<file path="src/pkg/oamc_pkg.sv">
package oamc_pkg;
    // register byte offsets
    localparam logic [5:0] amp1_control_status_off = 6'h00;
    localparam logic [5:0] amp2_control_status_off = 6'h10;
    localparam logic [5:0] amp_write_lock_off = 6'h20;
    localparam logic [31:0] ctrl_reset = 32'h0000_0000;
    localparam logic [1:0] lock_reset = 2'h0;
    // control field positions
    localparam int enable_pos = 0;
    localparam int mode_lsb = 1;
    localparam int gain_lsb = 3;
    localparam int neg_pri_lsb = 6;
    localparam int pos_pri_lsb = 8;
    localparam int cal_on_pos = 11;
    localparam int test_ref_pos = 13;
    localparam int cal_result_pos = 14;
    localparam int range_pos = 15;
    localparam int tmux_en_pos = 16;
    localparam int neg_sec_lsb = 17;
    localparam int pos_sec_lsb = 19;
    localparam int src_sel_pos = 24;
    // writable bits; bit 14 is a read-only status bit
    localparam logic [31:0] amp1_wmask = 32'h003f_afff;
    localparam logic [31:0] amp2_wmask = 32'h013f_afff;
    localparam logic [31:0] cal_result_mask = 32'h0000_4000;
    // mode codes and the floating negative-input select code
    localparam logic [1:0] mode_pga = 2'h2;
    localparam logic [1:0] mode_follow = 2'h3;
    localparam logic [1:0] neg_float = 2'h3;
    // axi responses
    localparam logic [1:0] resp_okay = 2'h0;
    localparam logic [1:0] resp_slverr = 2'h2;
    typedef enum logic [1:0] {oamc_cfg_external, oamc_cfg_follower, oamc_cfg_pga} oamc_cfg_t;
    typedef enum logic [2:0] {oamc_gain_2, oamc_gain_4, oamc_gain_8, oamc_gain_16, oamc_gain_32} oamc_gain_t;
endpackage

</file>
<file path="src/hw/oamc_amp_decode.sv">
`timescale 1ns/10ps
// per-amplifier decode of one control word into analog switch settings
module oamc_amp_decode (
    input wire logic clock_in,
    input wire logic reset_in,
    input wire logic enable_in,
    input wire logic [31:0] ctrl_in,
    input wire logic switch_in,
    output logic amp_on_out,
    output oamc_pkg::oamc_cfg_t cfg_out,
    output oamc_pkg::oamc_gain_t gain_out,
    output logic [2:0] pos_sel_out,
    output logic [1:0] neg_sel_out,
    output logic neg_to_output_out,
    output logic use_secondary_out
);
    oamc_pkg::oamc_cfg_t next_cfg;
    oamc_pkg::oamc_gain_t next_gain;
    logic [1:0] mode;
    logic next_secondary;

    assign mode = ctrl_in[oamc_pkg::mode_lsb +: 2];

    always_comb begin
        unique case (mode)
            oamc_pkg::mode_follow: next_cfg = oamc_pkg::oamc_cfg_follower;
            oamc_pkg::mode_pga: next_cfg = oamc_pkg::oamc_cfg_pga;
            default: next_cfg = oamc_pkg::oamc_cfg_external;
        endcase
        unique case (ctrl_in[oamc_pkg::gain_lsb +: 3])
            3'h1: next_gain = oamc_pkg::oamc_gain_4;
            3'h2: next_gain = oamc_pkg::oamc_gain_8;
            3'h3: next_gain = oamc_pkg::oamc_gain_16;
            3'h4: next_gain = oamc_pkg::oamc_gain_32;
            default: next_gain = oamc_pkg::oamc_gain_2;
        endcase
        // secondary only when auto switching is enabled and the timer is high
        next_secondary = ctrl_in[oamc_pkg::tmux_en_pos] && switch_in;
    end

    always_ff @(posedge clock_in or posedge reset_in) begin
        if (reset_in) begin
            amp_on_out <= 1'b0;
            cfg_out <= oamc_pkg::oamc_cfg_external;
            gain_out <= oamc_pkg::oamc_gain_2;
            pos_sel_out <= 3'h0;
            neg_sel_out <= 2'h0;
            neg_to_output_out <= 1'b0;
            use_secondary_out <= 1'b0;
        end else if (enable_in) begin
            amp_on_out <= ctrl_in[oamc_pkg::enable_pos];
            cfg_out <= next_cfg;
            gain_out <= next_gain;
            use_secondary_out <= next_secondary;
            pos_sel_out <= next_secondary ? ctrl_in[oamc_pkg::pos_sec_lsb +: 3]
                                          : ctrl_in[oamc_pkg::pos_pri_lsb +: 3];
            neg_sel_out <= next_secondary ? ctrl_in[oamc_pkg::neg_sec_lsb +: 2]
                                          : ctrl_in[oamc_pkg::neg_pri_lsb +: 2];
            // follower ties the inverting input inside; the pin is free
            neg_to_output_out <= (next_cfg == oamc_pkg::oamc_cfg_follower);
        end
    end

    a_follow_feedback: assert property (@(posedge clock_in) disable iff (reset_in)
        enable_in && mode == oamc_pkg::mode_follow |=> neg_to_output_out)
        else $error("follower feedback not connected");
    a_pga_cfg: assert property (@(posedge clock_in) disable iff (reset_in)
        enable_in && mode == oamc_pkg::mode_pga |=> cfg_out == oamc_pkg::oamc_cfg_pga)
        else $error("pga mode not decoded");
    a_ext_cfg: assert property (@(posedge clock_in) disable iff (reset_in)
        enable_in && !mode[1] |=> cfg_out == oamc_pkg::oamc_cfg_external && !neg_to_output_out)
        else $error("external mode not decoded");
    a_gain_default: assert property (@(posedge clock_in) disable iff (reset_in)
        enable_in && ctrl_in[oamc_pkg::gain_lsb +: 3] > 3'h4 |=> gain_out == oamc_pkg::oamc_gain_2)
        else $error("illegal gain code not mapped to two");
    a_primary_only: assert property (@(posedge clock_in) disable iff (reset_in)
        enable_in && !ctrl_in[oamc_pkg::tmux_en_pos]
        |=> !use_secondary_out && pos_sel_out == $past(ctrl_in[oamc_pkg::pos_pri_lsb +: 3]))
        else $error("secondary used with auto switching off");
    a_secondary_sel: assert property (@(posedge clock_in) disable iff (reset_in)
        enable_in && ctrl_in[oamc_pkg::tmux_en_pos] && switch_in
        |=> use_secondary_out && neg_sel_out == $past(ctrl_in[oamc_pkg::neg_sec_lsb +: 2]))
        else $error("secondary selection not applied");
    c_follow: cover property (@(posedge clock_in) cfg_out == oamc_pkg::oamc_cfg_follower);
    c_switch: cover property (@(posedge clock_in) use_secondary_out ##1 !use_secondary_out);
endmodule // oamc_amp_decode

</file>
<file path="src/hw/oamc_axil_slave.sv">
`timescale 1ns/10ps
// axi4-lite slave: one write and one read at a time, registered responses
module oamc_axil_slave (
    input wire logic clock_in,
    input wire logic reset_in,
    input wire logic enable_in,
    input wire logic [5:0] awaddr_in,
    input wire logic awvalid_in,
    output logic awready_out,
    input wire logic [31:0] wdata_in,
    input wire logic [3:0] wstrb_in,
    input wire logic wvalid_in,
    output logic wready_out,
    output logic [1:0] bresp_out,
    output logic bvalid_out,
    input wire logic bready_in,
    input wire logic [5:0] araddr_in,
    input wire logic arvalid_in,
    output logic arready_out,
    output logic [31:0] rdata_out,
    output logic [1:0] rresp_out,
    output logic rvalid_out,
    input wire logic rready_in,
    output logic wr_strobe_out,
    output logic [5:0] wr_addr_out,
    output logic [31:0] wr_data_out,
    output logic [3:0] wr_strb_out,
    input wire logic wr_ok_in,
    output logic [5:0] rd_addr_out,
    input wire logic [31:0] rd_data_in,
    input wire logic rd_ok_in
);
    logic aw_held;
    logic w_held;
    logic [5:0] aw_addr;
    logic [31:0] w_data;
    logic [3:0] w_strb;

    assign awready_out = enable_in && !aw_held && !bvalid_out;
    assign wready_out = enable_in && !w_held && !bvalid_out;
    assign arready_out = enable_in && !rvalid_out;
    assign wr_strobe_out = enable_in && aw_held && w_held && !bvalid_out;
    assign wr_addr_out = aw_addr;
    assign wr_data_out = w_data;
    assign wr_strb_out = w_strb;
    assign rd_addr_out = araddr_in;

    always_ff @(posedge clock_in or posedge reset_in) begin
        if (reset_in) begin
            aw_held <= 1'b0;
            w_held <= 1'b0;
            aw_addr <= 6'h00;
            w_data <= 32'h0000_0000;
            w_strb <= 4'h0;
            bvalid_out <= 1'b0;
            bresp_out <= 2'h0;
        end else if (enable_in) begin
            if (awvalid_in && awready_out) begin
                aw_held <= 1'b1;
                aw_addr <= awaddr_in;
            end
            if (wvalid_in && wready_out) begin
                w_held <= 1'b1;
                w_data <= wdata_in;
                w_strb <= wstrb_in;
            end
            if (wr_strobe_out) begin
                aw_held <= 1'b0;
                w_held <= 1'b0;
                bvalid_out <= 1'b1;
                bresp_out <= wr_ok_in ? oamc_pkg::resp_okay : oamc_pkg::resp_slverr;
            end else if (bvalid_out && bready_in) begin
                bvalid_out <= 1'b0;
            end
        end
    end

    always_ff @(posedge clock_in or posedge reset_in) begin
        if (reset_in) begin
            rvalid_out <= 1'b0;
            rdata_out <= 32'h0000_0000;
            rresp_out <= 2'h0;
        end else if (enable_in) begin
            if (arvalid_in && arready_out) begin
                rvalid_out <= 1'b1;
                rdata_out <= rd_data_in;
                rresp_out <= rd_ok_in ? oamc_pkg::resp_okay : oamc_pkg::resp_slverr;
            end else if (rvalid_out && rready_in) begin
                rvalid_out <= 1'b0;
            end
        end
    end
endmodule // oamc_axil_slave

</file>
<file path="src/hw/oamc_top.sv">
// The AXI4-Lite register port is this design's own decision.
`timescale 1ns/10ps
module oamc_top (
    input wire logic clock_in,
    input wire logic reset_in,
    input wire logic enable_in,
    input wire logic [5:0] awaddr_in,
    input wire logic awvalid_in,
    output logic awready_out,
    input wire logic [31:0] wdata_in,
    input wire logic [3:0] wstrb_in,
    input wire logic wvalid_in,
    output logic wready_out,
    output logic [1:0] bresp_out,
    output logic bvalid_out,
    input wire logic bready_in,
    input wire logic [5:0] araddr_in,
    input wire logic arvalid_in,
    output logic arready_out,
    output logic [31:0] rdata_out,
    output logic [1:0] rresp_out,
    output logic rvalid_out,
    input wire logic rready_in,
    input wire logic timer_a_compare6_in,
    input wire logic timer_b_compare6_in,
    input wire logic [1:0] calibration_result_in,
    output logic [1:0] amp_on_out,
    output oamc_pkg::oamc_cfg_t amp1_cfg_out,
    output oamc_pkg::oamc_cfg_t amp2_cfg_out,
    output oamc_pkg::oamc_gain_t amp1_gain_out,
    output oamc_pkg::oamc_gain_t amp2_gain_out,
    output logic [2:0] amp1_pos_sel_out,
    output logic [2:0] amp2_pos_sel_out,
    output logic [1:0] amp1_neg_sel_out,
    output logic [1:0] amp2_neg_sel_out,
    output logic [1:0] neg_to_output_out,
    output logic [1:0] use_secondary_out,
    output logic [1:0] calibration_mode_on_out,
    output logic [1:0] high_range_out
);
    ////////////////////////////////////////////////////////////////////////
    logic wr_strobe;
    logic [5:0] wr_addr;
    logic [31:0] wr_data;
    logic [3:0] wr_strb;
    logic wr_ok;
    logic [5:0] rd_addr;
    logic [31:0] rd_data;
    logic rd_ok;
    logic [31:0] amp1_control_status;
    logic [31:0] amp2_control_status;
    logic [1:0] amp_write_lock;
    logic [31:0] wr_bytes;
    logic amp2_switch;

    function automatic logic [31:0] strb_mask(input logic [3:0] strb);
        strb_mask = {{8{strb[3]}}, {8{strb[2]}}, {8{strb[1]}}, {8{strb[0]}}};
    endfunction

    function automatic logic addr_known(input logic [5:0] addr);
        addr_known = addr == oamc_pkg::amp1_control_status_off
                  || addr == oamc_pkg::amp2_control_status_off
                  || addr == oamc_pkg::amp_write_lock_off;
    endfunction

    assign wr_bytes = strb_mask(wr_strb);
    assign wr_ok = addr_known(wr_addr);
    assign rd_ok = addr_known(rd_addr);

    oamc_axil_slave u_bus (
        .clock_in(clock_in),
        .reset_in(reset_in),
        .enable_in(enable_in),
        .awaddr_in(awaddr_in),
        .awvalid_in(awvalid_in),
        .awready_out(awready_out),
        .wdata_in(wdata_in),
        .wstrb_in(wstrb_in),
        .wvalid_in(wvalid_in),
        .wready_out(wready_out),
        .bresp_out(bresp_out),
        .bvalid_out(bvalid_out),
        .bready_in(bready_in),
        .araddr_in(araddr_in),
        .arvalid_in(arvalid_in),
        .arready_out(arready_out),
        .rdata_out(rdata_out),
        .rresp_out(rresp_out),
        .rvalid_out(rvalid_out),
        .rready_in(rready_in),
        .wr_strobe_out(wr_strobe),
        .wr_addr_out(wr_addr),
        .wr_data_out(wr_data),
        .wr_strb_out(wr_strb),
        .wr_ok_in(wr_ok),
        .rd_addr_out(rd_addr),
        .rd_data_in(rd_data),
        .rd_ok_in(rd_ok)
    );

    ////////////////////////////////////////////////////////////////////////
    // control registers; a locked register still answers okay, the write is dropped
    always_ff @(posedge clock_in or posedge reset_in) begin
        if (reset_in) begin
            amp1_control_status <= oamc_pkg::ctrl_reset;
        end else if (enable_in && wr_strobe && wr_addr == oamc_pkg::amp1_control_status_off
                     && !amp_write_lock[0]) begin
            amp1_control_status <= (amp1_control_status & ~(wr_bytes & oamc_pkg::amp1_wmask))
                                 | (wr_data & wr_bytes & oamc_pkg::amp1_wmask);
        end
    end

    always_ff @(posedge clock_in or posedge reset_in) begin
        if (reset_in) begin
            amp2_control_status <= oamc_pkg::ctrl_reset;
        end else if (enable_in && wr_strobe && wr_addr == oamc_pkg::amp2_control_status_off
                     && !amp_write_lock[1]) begin
            amp2_control_status <= (amp2_control_status & ~(wr_bytes & oamc_pkg::amp2_wmask))
                                 | (wr_data & wr_bytes & oamc_pkg::amp2_wmask);
        end
    end

    // lock bits only ever set; writing zero has no effect
    always_ff @(posedge clock_in or posedge reset_in) begin
        if (reset_in) begin
            amp_write_lock <= oamc_pkg::lock_reset;
        end else if (enable_in && wr_strobe && wr_addr == oamc_pkg::amp_write_lock_off && wr_strb[0]) begin
            amp_write_lock <= amp_write_lock | wr_data[1:0];
        end
    end

    ////////////////////////////////////////////////////////////////////////
    // read path; calibration result is live status from the analog side
    always_comb begin
        unique case (rd_addr)
            oamc_pkg::amp1_control_status_off:
                rd_data = amp1_control_status
                        | ({31'h0000_0000, calibration_result_in[0]} << oamc_pkg::cal_result_pos);
            oamc_pkg::amp2_control_status_off:
                rd_data = amp2_control_status
                        | ({31'h0000_0000, calibration_result_in[1]} << oamc_pkg::cal_result_pos);
            oamc_pkg::amp_write_lock_off:
                rd_data = {30'h0000_0000, amp_write_lock};
            default:
                rd_data = 32'h0000_0000;
        endcase
    end

    ////////////////////////////////////////////////////////////////////////
    assign amp2_switch = amp2_control_status[oamc_pkg::src_sel_pos]
                       ? timer_b_compare6_in : timer_a_compare6_in;

    oamc_amp_decode u_amp1 (
        .clock_in(clock_in),
        .reset_in(reset_in),
        .enable_in(enable_in),
        .ctrl_in(amp1_control_status),
        .switch_in(timer_a_compare6_in),
        .amp_on_out(amp_on_out[0]),
        .cfg_out(amp1_cfg_out),
        .gain_out(amp1_gain_out),
        .pos_sel_out(amp1_pos_sel_out),
        .neg_sel_out(amp1_neg_sel_out),
        .neg_to_output_out(neg_to_output_out[0]),
        .use_secondary_out(use_secondary_out[0])
    );

    oamc_amp_decode u_amp2 (
        .clock_in(clock_in),
        .reset_in(reset_in),
        .enable_in(enable_in),
        .ctrl_in(amp2_control_status),
        .switch_in(amp2_switch),
        .amp_on_out(amp_on_out[1]),
        .cfg_out(amp2_cfg_out),
        .gain_out(amp2_gain_out),
        .pos_sel_out(amp2_pos_sel_out),
        .neg_sel_out(amp2_neg_sel_out),
        .neg_to_output_out(neg_to_output_out[1]),
        .use_secondary_out(use_secondary_out[1])
    );

    always_ff @(posedge clock_in or posedge reset_in) begin
        if (reset_in) begin
            calibration_mode_on_out <= 2'h0;
            high_range_out <= 2'h0;
        end else if (enable_in) begin
            calibration_mode_on_out <= {amp2_control_status[oamc_pkg::cal_on_pos],
                                        amp1_control_status[oamc_pkg::cal_on_pos]};
            high_range_out <= {amp2_control_status[oamc_pkg::range_pos],
                               amp1_control_status[oamc_pkg::range_pos]};
        end
    end

    ////////////////////////////////////////////////////////////////////////
    a_lock_blocks_write: assert property (@(posedge clock_in) disable iff (reset_in)
        amp_write_lock[0] |=> $stable(amp1_control_status))
        else $error("locked amplifier one register changed");
    a_lock_blocks_two: assert property (@(posedge clock_in) disable iff (reset_in)
        amp_write_lock[1] |=> $stable(amp2_control_status))
        else $error("locked amplifier two register changed");
    a_lock_sticky: assert property (@(posedge clock_in) disable iff (reset_in)
        amp_write_lock[0] |=> amp_write_lock[0])
        else $error("lock bit cleared without reset");
    a_lock_never_falls: assert property (@(posedge clock_in) disable iff (reset_in)
        amp_write_lock[1] |=> amp_write_lock[1])
        else $error("lock bit fell");
    a_amp2_timer_b: assert property (@(posedge clock_in) disable iff (reset_in)
        enable_in && amp2_control_status[oamc_pkg::src_sel_pos] && timer_b_compare6_in
        && amp2_control_status[oamc_pkg::tmux_en_pos] |=> use_secondary_out[1])
        else $error("amplifier two ignored timer b");
    a_amp2_timer_a: assert property (@(posedge clock_in) disable iff (reset_in)
        enable_in && !amp2_control_status[oamc_pkg::src_sel_pos] && !timer_a_compare6_in
        |=> !use_secondary_out[1])
        else $error("amplifier two switched without timer a");
    a_enable_gate: assert property (@(posedge clock_in) disable iff (reset_in)
        enable_in && !amp1_control_status[oamc_pkg::tmux_en_pos] |=> !use_secondary_out[0])
        else $error("amplifier one switched while disabled");
    c_lock_set: cover property (@(posedge clock_in) disable iff (reset_in) amp_write_lock == 2'h3);
    c_locked_write: cover property (@(posedge clock_in) disable iff (reset_in)
        wr_strobe && amp_write_lock[0] && wr_addr == oamc_pkg::amp1_control_status_off);
    c_timer_b: cover property (@(posedge clock_in) disable iff (reset_in)
        use_secondary_out == 2'h2 && amp2_control_status[oamc_pkg::src_sel_pos]);
endmodule // oamc_top

</file>
<file path="config.mk">
export PLATFORM = sky130hd
export DESIGN_NAME = oamc_top
export DESIGN_NICKNAME = d
export VERILOG_FILES = /design/src/pkg/oamc_pkg.sv /design/src/hw/oamc_amp_decode.sv /design/src/hw/oamc_axil_slave.sv /design/src/hw/oamc_top.sv
export SDC_FILE = /design/constraint.sdc
export NUM_CORES = 1
export LEC_CHECK = 0
export BUFFER_PORTS_ARGS = -buffer_cell sky130_fd_sc_hd__buf_4
export CORE_MARGIN = 10
export CORE_UTILIZATION = 50
export CTS_CLUSTER_SIZE = 14
export DETAILED_ROUTE_END_ITERATION = 10
export HOLD_SLACK_MARGIN = 0.15
export PLACE_DENSITY = 0.73
export SLEW_MARGIN = 25
export SYNTH_ARGS = -nofsm -noshare
export SYNTH_HDL_FRONTEND = slang
export SYNTH_SLANG_ARGS = --single-unit
</file>
<file path="constraint.sdc">
create_clock -name clock_in -period 8.8 [get_ports clock_in]
set_input_delay 0.88 -clock clock_in [delete_from_list [all_inputs] [get_ports clock_in]]
set_output_delay 0.88 -clock clock_in [all_outputs]
set_load 0.02 [all_outputs]
</file>
# Yosys cells after proc, flatten, opt, wreduce, memory -nomap -nowiden
# Cells that the tools add are included.
# totals
register_bits,171
output_inout_bits,71
wordCells,123
# classes
eq_ne,18
mux,20
bitwise_logic,10
reduce_logical,46
# ops
operator,n
$pmux W32 S3,1
$and A32 B32 Y32,2
$or A32 B15 Y32,2
$not A22 Y32,1
$not A25 Y32,1
$or A32 B22 Y32,1
$or A32 B25 Y32,1
$and A25 B25 Y25,1
$pmux W3 S4,2
$logic_and A1 B1 Y1,22
$reduce_and A2 Y1,8
$eq A3 B2 Y1 const B,4
$eq A6 B5 Y1 const B,2
$eq A6 B6 Y1 const B,2
$logic_not A6 Y1,2
$mux W1,9
$eq A2 B2 Y1 const B,4
$mux W2,4
$pmux W2 S2,2
$reduce_bool A2 Y1,4
$eq A3 B1 Y1 const B,2
$eq A3 B3 Y1 const B,2
$logic_not A1 Y1,6
$mux W3,2
3 further kinds,7

# Logic depth before layout (Yosys ltp)
# logic_depth
word_depth,6
mapped_depth,6
mapped_depth_nobuf,3

# Modules after synthesis
# From an unflattened synthesis, not the netlist that was laid out.
# hier_totals
hier_cells,455
hier_area_um2,6568.8
# by_module_without_submodules
module,n_inst,cells_each,area_each_um2,seq_area_each_um2
oamc_axil_slave,1,194,3266.9,2001.9
oamc_top,1,155,2165.8,1176.1
oamc_amp_decode,2,53,568.0,300.3

# Worst setup path after synthesis
# Ideal clock, no wire load.
# synth_path
path_type,in2reg
start,input enable_in
end,register with a tool-made name
setup_time_ns,0.125
arrival_ns,2.440
t_required_ns,8.675
slack_ns,6.235
stages,6
path_buffers,3
cell_sequence,buf_2 -> nand4b_1 -> buf_1 -> or4_4 -> buf_6 -> mux2_4
# synth_lines
element,line,source
start: declaration,oamc_top.sv:6,"input wire logic enable_in,"

==> impl_results.html <==
<table>
<tr><th>Metric</th><th>Value</th></tr>
<tr><th colspan="2">Power</th></tr>
<tr><td>Clk network pwr share</td><td>0.367</td></tr>
<tr><td>Highest ir drop seen on vdd</td><td>~0.00018 V</td></tr>
<tr><td>Power share of the combinational group</td><td>0.194</td></tr>
<tr><td>Relative contribution of sequential cells to total power</td><td>0.439</td></tr>
<tr><td>Pwr/cell area</td><td>roughly 280 nW/um2</td></tr>
<tr><td>Int Power</td><td>about 0.0014 W</td></tr>
<tr><td>Fraction of power spent switching nets</td><td>0.2839</td></tr>
<tr><td>Net Switching</td><td>0.0005603 W</td></tr>
<tr><td>Leakage</td><td>3.495 nW</td></tr>
<tr><th colspan="2">Die</th></tr>
<tr><td>Initial core utilization</td><td>0.5061</td></tr>
<tr><td>Standard-cell row count</td><td>39</td></tr>
<tr><td>Overall die area</td><td>about 16000 um2</td></tr>
<tr><td>I/O pin total</td><td>131</td></tr>
<tr><td>Die Wd</td><td>127.0 um</td></tr>
<tr><td>Core footprint</td><td>11320 um2</td></tr>
<tr><td>Die H</td><td>127.0 um</td></tr>
<tr><th colspan="2">Placed design</th></tr>
<tr><td>Routability congestion estimate</td><td>0.7717</td></tr>
<tr><td>Buffers added on ports</td><td>107</td></tr>
<tr><td>Final HPWL DP</td><td>8.823 mm</td></tr>
<tr><td>Number of placed cells counting well taps</td><td>664</td></tr>
<tr><th colspan="2">Timing</th></tr>
<tr><td>Slew HR</td><td>0.3246</td></tr>
<tr><td>Worst slew pin tran</td><td>1.013 ns</td></tr>
<tr><td>Top achievable clock speed</td><td>0.3366 GHz</td></tr>
<tr><td>Final slew viol count</td><td>0</td></tr>
<tr><td>Fin Setup TNS</td><td>0 ns</td></tr>
<tr><td>Final Hold Violating Endpoints</td><td>0</td></tr>
<tr><td>Final critical-path share of the clock period</td><td>0.3376</td></tr>
<tr><td>Final worst clock skew</td><td>0.006329 ns</td></tr>
<tr><td>Final setup violation count</td><td>0</td></tr>
<tr><td>RSZ-0062 raised after global routing</td><td>no</td></tr>
<tr><td>Final Critical Period</td><td>2.971 ns</td></tr>
<tr><th colspan="2">Finish</th></tr>
<tr><td>Non-Filler Instances</td><td>approximately 700</td></tr>
<tr><td>Fraction of layout instances using a drive strength above 1</td><td>0.4250</td></tr>
<tr><td>Nets</td><td>600</td></tr>
<tr><td>Area delta synth-&gt;final</td><td>24.39%</td></tr>
<tr><td>Diode count</td><td>0</td></tr>
<tr><th colspan="2">Clocking</th></tr>
<tr><td>Maximum buffer depth of the clock tree</td><td>2</td></tr>
<tr><td>CTS Root Cell</td><td>sky130_fd_sc_hd__clkbuf_16</td></tr>
<tr><td>Num CTS Buffers</td><td>17</td></tr>
<tr><td>Hold buffers post-CTS</td><td>0</td></tr>
<tr><td>Clock tree sinks</td><td>130</td></tr>
<tr><td>Clock latency of the later-clocked register in the worst-skew pair</td><td>roughly 0.41 ns</td></tr>
<tr><td>Post-CTS Repair Setup Buffers</td><td>0</td></tr>
<tr><td>H-tree depth reported by CTS</td><td>4</td></tr>
<tr><td>Clk pin slew, worst setup/hold paths</td><td>0.05 ns</td></tr>
<tr><td>Clock tree from TritonCTS</td><td>yes</td></tr>
<tr><td>Post-cts gate resize count</td><td>0</td></tr>
<tr><th colspan="2">Worst hold path</th></tr>
<tr><td>Hold Crit Class</td><td>flop to flop</td></tr>
<tr><td>Min-Delay Path Depth</td><td>2</td></tr>
<tr><th colspan="2">Global routing</th></tr>
<tr><td>Overflow left after global routing</td><td>0</td></tr>
<tr><td>Pin count of the biggest net entering global routing</td><td>80</td></tr>
<tr><td>Initial antenna violation count</td><td>0</td></tr>
<tr><td>Wire length of the first global-routing pass</td><td>20.82 mm</td></tr>
<tr><td>Vias in the first global route</td><td>3971</td></tr>
<tr><td>Tot GR Track Use</td><td>0.1620</td></tr>
<tr><th colspan="2">Critical path</th></tr>
<tr><td>Startpoint type of the worst setup path</td><td>primary input</td></tr>
<tr><td>Type of the setup path with the least slack</td><td>primary input to flop</td></tr>
<tr><td>Worst endpoint required time</td><td>between 9 and 10 ns</td></tr>
<tr><td>Reg2Reg Setup Slack</td><td>6.39 ns</td></tr>
<tr><td>Highest net fanout along the worst path</td><td>54</td></tr>
<tr><td>Cells on worst reg2reg path</td><td>3</td></tr>
<tr><td>Worst path arrival time</td><td>3.26 ns</td></tr>
<tr><td>Crit path capture type</td><td>flop</td></tr>
<tr><th colspan="2">Yosys</th></tr>
<tr><td>Netlist area before placement</td><td>about 5700 um2</td></tr>
<tr><td>Fraction of the yosys area taken by sequential cells</td><td>0.5678</td></tr>
<tr><td>Flip-flop and latch count after synthesis</td><td>130</td></tr>
<tr><td>Dominant cell type by area after synthesis</td><td>sky130_fd_sc_hd__dfrtp_1</td></tr>
<tr><td>Unique masters post-synth</td><td>34</td></tr>
<tr><td>Area contributors post-synth</td><td>sky130_fd_sc_hd__dfrtp_1 (57%), sky130_fd_sc_hd__mux2_2 (12%), sky130_fd_sc_hd__mux2_4 (5.2%)</td></tr>
<tr><td>Post-Synthesis Mean Instance Area</td><td>between 10 and 15 um2</td></tr>
<tr><td>Warnings from Yosys</td><td>0</td></tr>
<tr><td>Post-Synthesis Cells</td><td>445</td></tr>
<tr><td>Share of the synthesized area in the top cell type</td><td>0.5678</td></tr>
<tr><th colspan="2">Outcome</th></tr>
<tr><td>Run status</td><td>finished clean</td></tr>
<tr><th colspan="2">Routing</th></tr>
<tr><td>Post-detailed-route via-to-cell ratio</td><td>5.333</td></tr>
<tr><td>Drt first pass iters</td><td>4</td></tr>
<tr><td>ANT nets after route</td><td>0</td></tr>
<tr><td>Vias</td><td>3712</td></tr>
<tr><td>Routed length per instance</td><td>about 18 um</td></tr>
<tr><td># DRC</td><td>0</td></tr>
<tr><td>Drt initial violations</td><td>254</td></tr>
<tr><td>Final wirelength</td><td>12.84 mm</td></tr>
<tr><th colspan="2">Job</th></tr>
<tr><td>Total of max-cap violations</td><td>0</td></tr>
</table>
## per-layer routing
| layer | global-route usage | vias up | wire, um | share of wire |
|---|---|---|---|---|
| li1 | - | 1730 | - | - |
| met1 | 0.1891 | 1856 | 5148 | 0.40 |
| met2 | 0.2658 | 114 | 6518 | 0.51 |
| met3 | 0.06245 | 12 | 1057 | 0.082 |
| met4 | 0.05961 | 0 | 116 | 0.0090 |
| met5 | 0 | - | 0 | 0 |
## critical path: stages
cell and delay, ns:
sky130_fd_sc_hd__buf_4 0.46, sky130_fd_sc_hd__nand4b_1 0.66, sky130_fd_sc_hd__nor4_4 0.83, sky130_fd_sc_hd__mux2_2 0.42
## cells in the final DEF, fill, tap and decap left out, types with 3 or more instances in the layout
master                       synthesis  final
sky130_fd_sc_hd__nand2b_1            3      3
sky130_fd_sc_hd__bufinv_16           0      3
sky130_fd_sc_hd__clkbuf_16           0     17
sky130_fd_sc_hd__a21oi_1             6      6
sky130_fd_sc_hd__or4_4               4      4
sky130_fd_sc_hd__mux2i_1            27     27
sky130_fd_sc_hd__inv_1              15     14
sky130_fd_sc_hd__nor2b_1             3      3
sky130_fd_sc_hd__nor4_4              3      3
sky130_fd_sc_hd__a31oi_1             5      5
sky130_fd_sc_hd__or3b_2              3      3
sky130_fd_sc_hd__clkbuf_8            0      3
sky130_fd_sc_hd__nand3_1             9      9
sky130_fd_sc_hd__nor2_1             12     12
sky130_fd_sc_hd__mux2_4             20     20
sky130_fd_sc_hd__buf_4              20    110
sky130_fd_sc_hd__mux2_2             60     60
sky130_fd_sc_hd__o31ai_1            20     20
sky130_fd_sc_hd__o22ai_1             3      3
sky130_fd_sc_hd__nand2_1            39     39
sky130_fd_sc_hd__clkinvlp_4          0      5
sky130_fd_sc_hd__o21ai_0            16     16
sky130_fd_sc_hd__dfrtp_1           130    130
sky130_fd_sc_hd__nand3b_1            7      7
sky130_fd_sc_hd__nor4_1              3      3
sky130_fd_sc_hd__conb_1              1     12
## cell usage after synthesis
cell	instances
sky130_fd_sc_hd__a21boi_0	1
sky130_fd_sc_hd__a21o_1	2
sky130_fd_sc_hd__a21oi_1	6
sky130_fd_sc_hd__a2bb2oi_1	2
sky130_fd_sc_hd__a31oi_1	5
sky130_fd_sc_hd__buf_1	3
sky130_fd_sc_hd__buf_2	6
sky130_fd_sc_hd__buf_4	20
sky130_fd_sc_hd__buf_6	4
sky130_fd_sc_hd__clkbuf_1	12
sky130_fd_sc_hd__conb_1	1
sky130_fd_sc_hd__dfrtp_1	130
sky130_fd_sc_hd__inv_1	15
sky130_fd_sc_hd__mux2_2	60
sky130_fd_sc_hd__mux2_4	20
sky130_fd_sc_hd__mux2i_1	27
sky130_fd_sc_hd__nand2_1	39
sky130_fd_sc_hd__nand2b_1	3
sky130_fd_sc_hd__nand3_1	9
sky130_fd_sc_hd__nand3b_1	7
sky130_fd_sc_hd__nand4b_1	1
sky130_fd_sc_hd__nor2_1	12
sky130_fd_sc_hd__nor2b_1	3
sky130_fd_sc_hd__nor3b_1	1
sky130_fd_sc_hd__nor3b_2	2
sky130_fd_sc_hd__nor4_1	3
sky130_fd_sc_hd__nor4_4	3
sky130_fd_sc_hd__o21a_1	1
sky130_fd_sc_hd__o21ai_0	16
sky130_fd_sc_hd__o22ai_1	3
sky130_fd_sc_hd__o31ai_1	20
sky130_fd_sc_hd__o32ai_1	1
sky130_fd_sc_hd__or3b_2	3
sky130_fd_sc_hd__or4_4	4
## power by group through the flow
stage          logic (W)  clock network (W)  registers (W)
3_5_place_dp    0.000386                  0       0.000877
2_1_floorplan   0.000278                  0       0.000851
6_report        0.000382           0.000724       0.000867
4_1_cts         0.000390           0.000734       0.000869
3_3_place_gp    0.000373                  0       0.000866
5_1_grt         0.000416           0.000764       0.000889
## kinds of logic (layout without fill, tap and decap cells)
logic type	after synthesis	count (layout)	share of synthesized area
other cells	1	12	0.0006545
buf+inv	60	157	0.05896
simple gates	90	90	0.09107
flops	130	130	0.5678
mux	107	107	0.2175
compound gates	57	57	0.06399
## through the flow
| step | setup slack [ns] | hold slack, ns | area [um2] | power, W | utilization |
|---|---|---|---|---|---|
| floorplan | 4.451 | 0.4695 | 5771 | 0.001130 | - |
| global route | 5.694 | 0.4955 | 7127 | 0.002069 | 0.6295 |
| CTS | 5.744 | 0.4824 | 7124 | 0.001993 | 0.6293 |
| global placement | 5.471 | 0.4623 | 6502 | 0.001239 | 0.5744 |
| detailed placement | 5.387 | 0.4700 | 6502 | 0.001264 | 0.5744 |
| finish | 5.829 | 0.4791 | 7127 | 0.001974 | 0.6295 |
## area by class of cell
class / instances / area (um2)
fill: 903 / 4194
sequential: 130 / 3253
multi-input combinational: 266 / 2186
timing repair buffer: 110 / 825.8
clock buffer: 20 / 466.7
tap: 143 / 178.9
clock inverter: 12 / 155.1
inverter: 15 / 61.31
## worst paths after layout
check,startpoint,to
worst max-delay path,enable_in,flop
worst min-delay path,u_bus.rdata_out[5]$_DFFE_PP0P_,u_bus.rdata_out[5]$_DFFE_PP0P_
worst max register to register,u_bus.bvalid_out$_DFFE_PP0P_,flop
worst min register to register,u_bus.rdata_out[5]$_DFFE_PP0P_,u_bus.rdata_out[5]$_DFFE_PP0P_
max in group asynchronous,reset_in,u_bus.rresp_out[1]$_DFFE_PP0P_
min in group asynchronous,reset_in,calibration_mode_on_out[1]$_DFFE_PP0P_
Power figures use the tool's default switching activity.
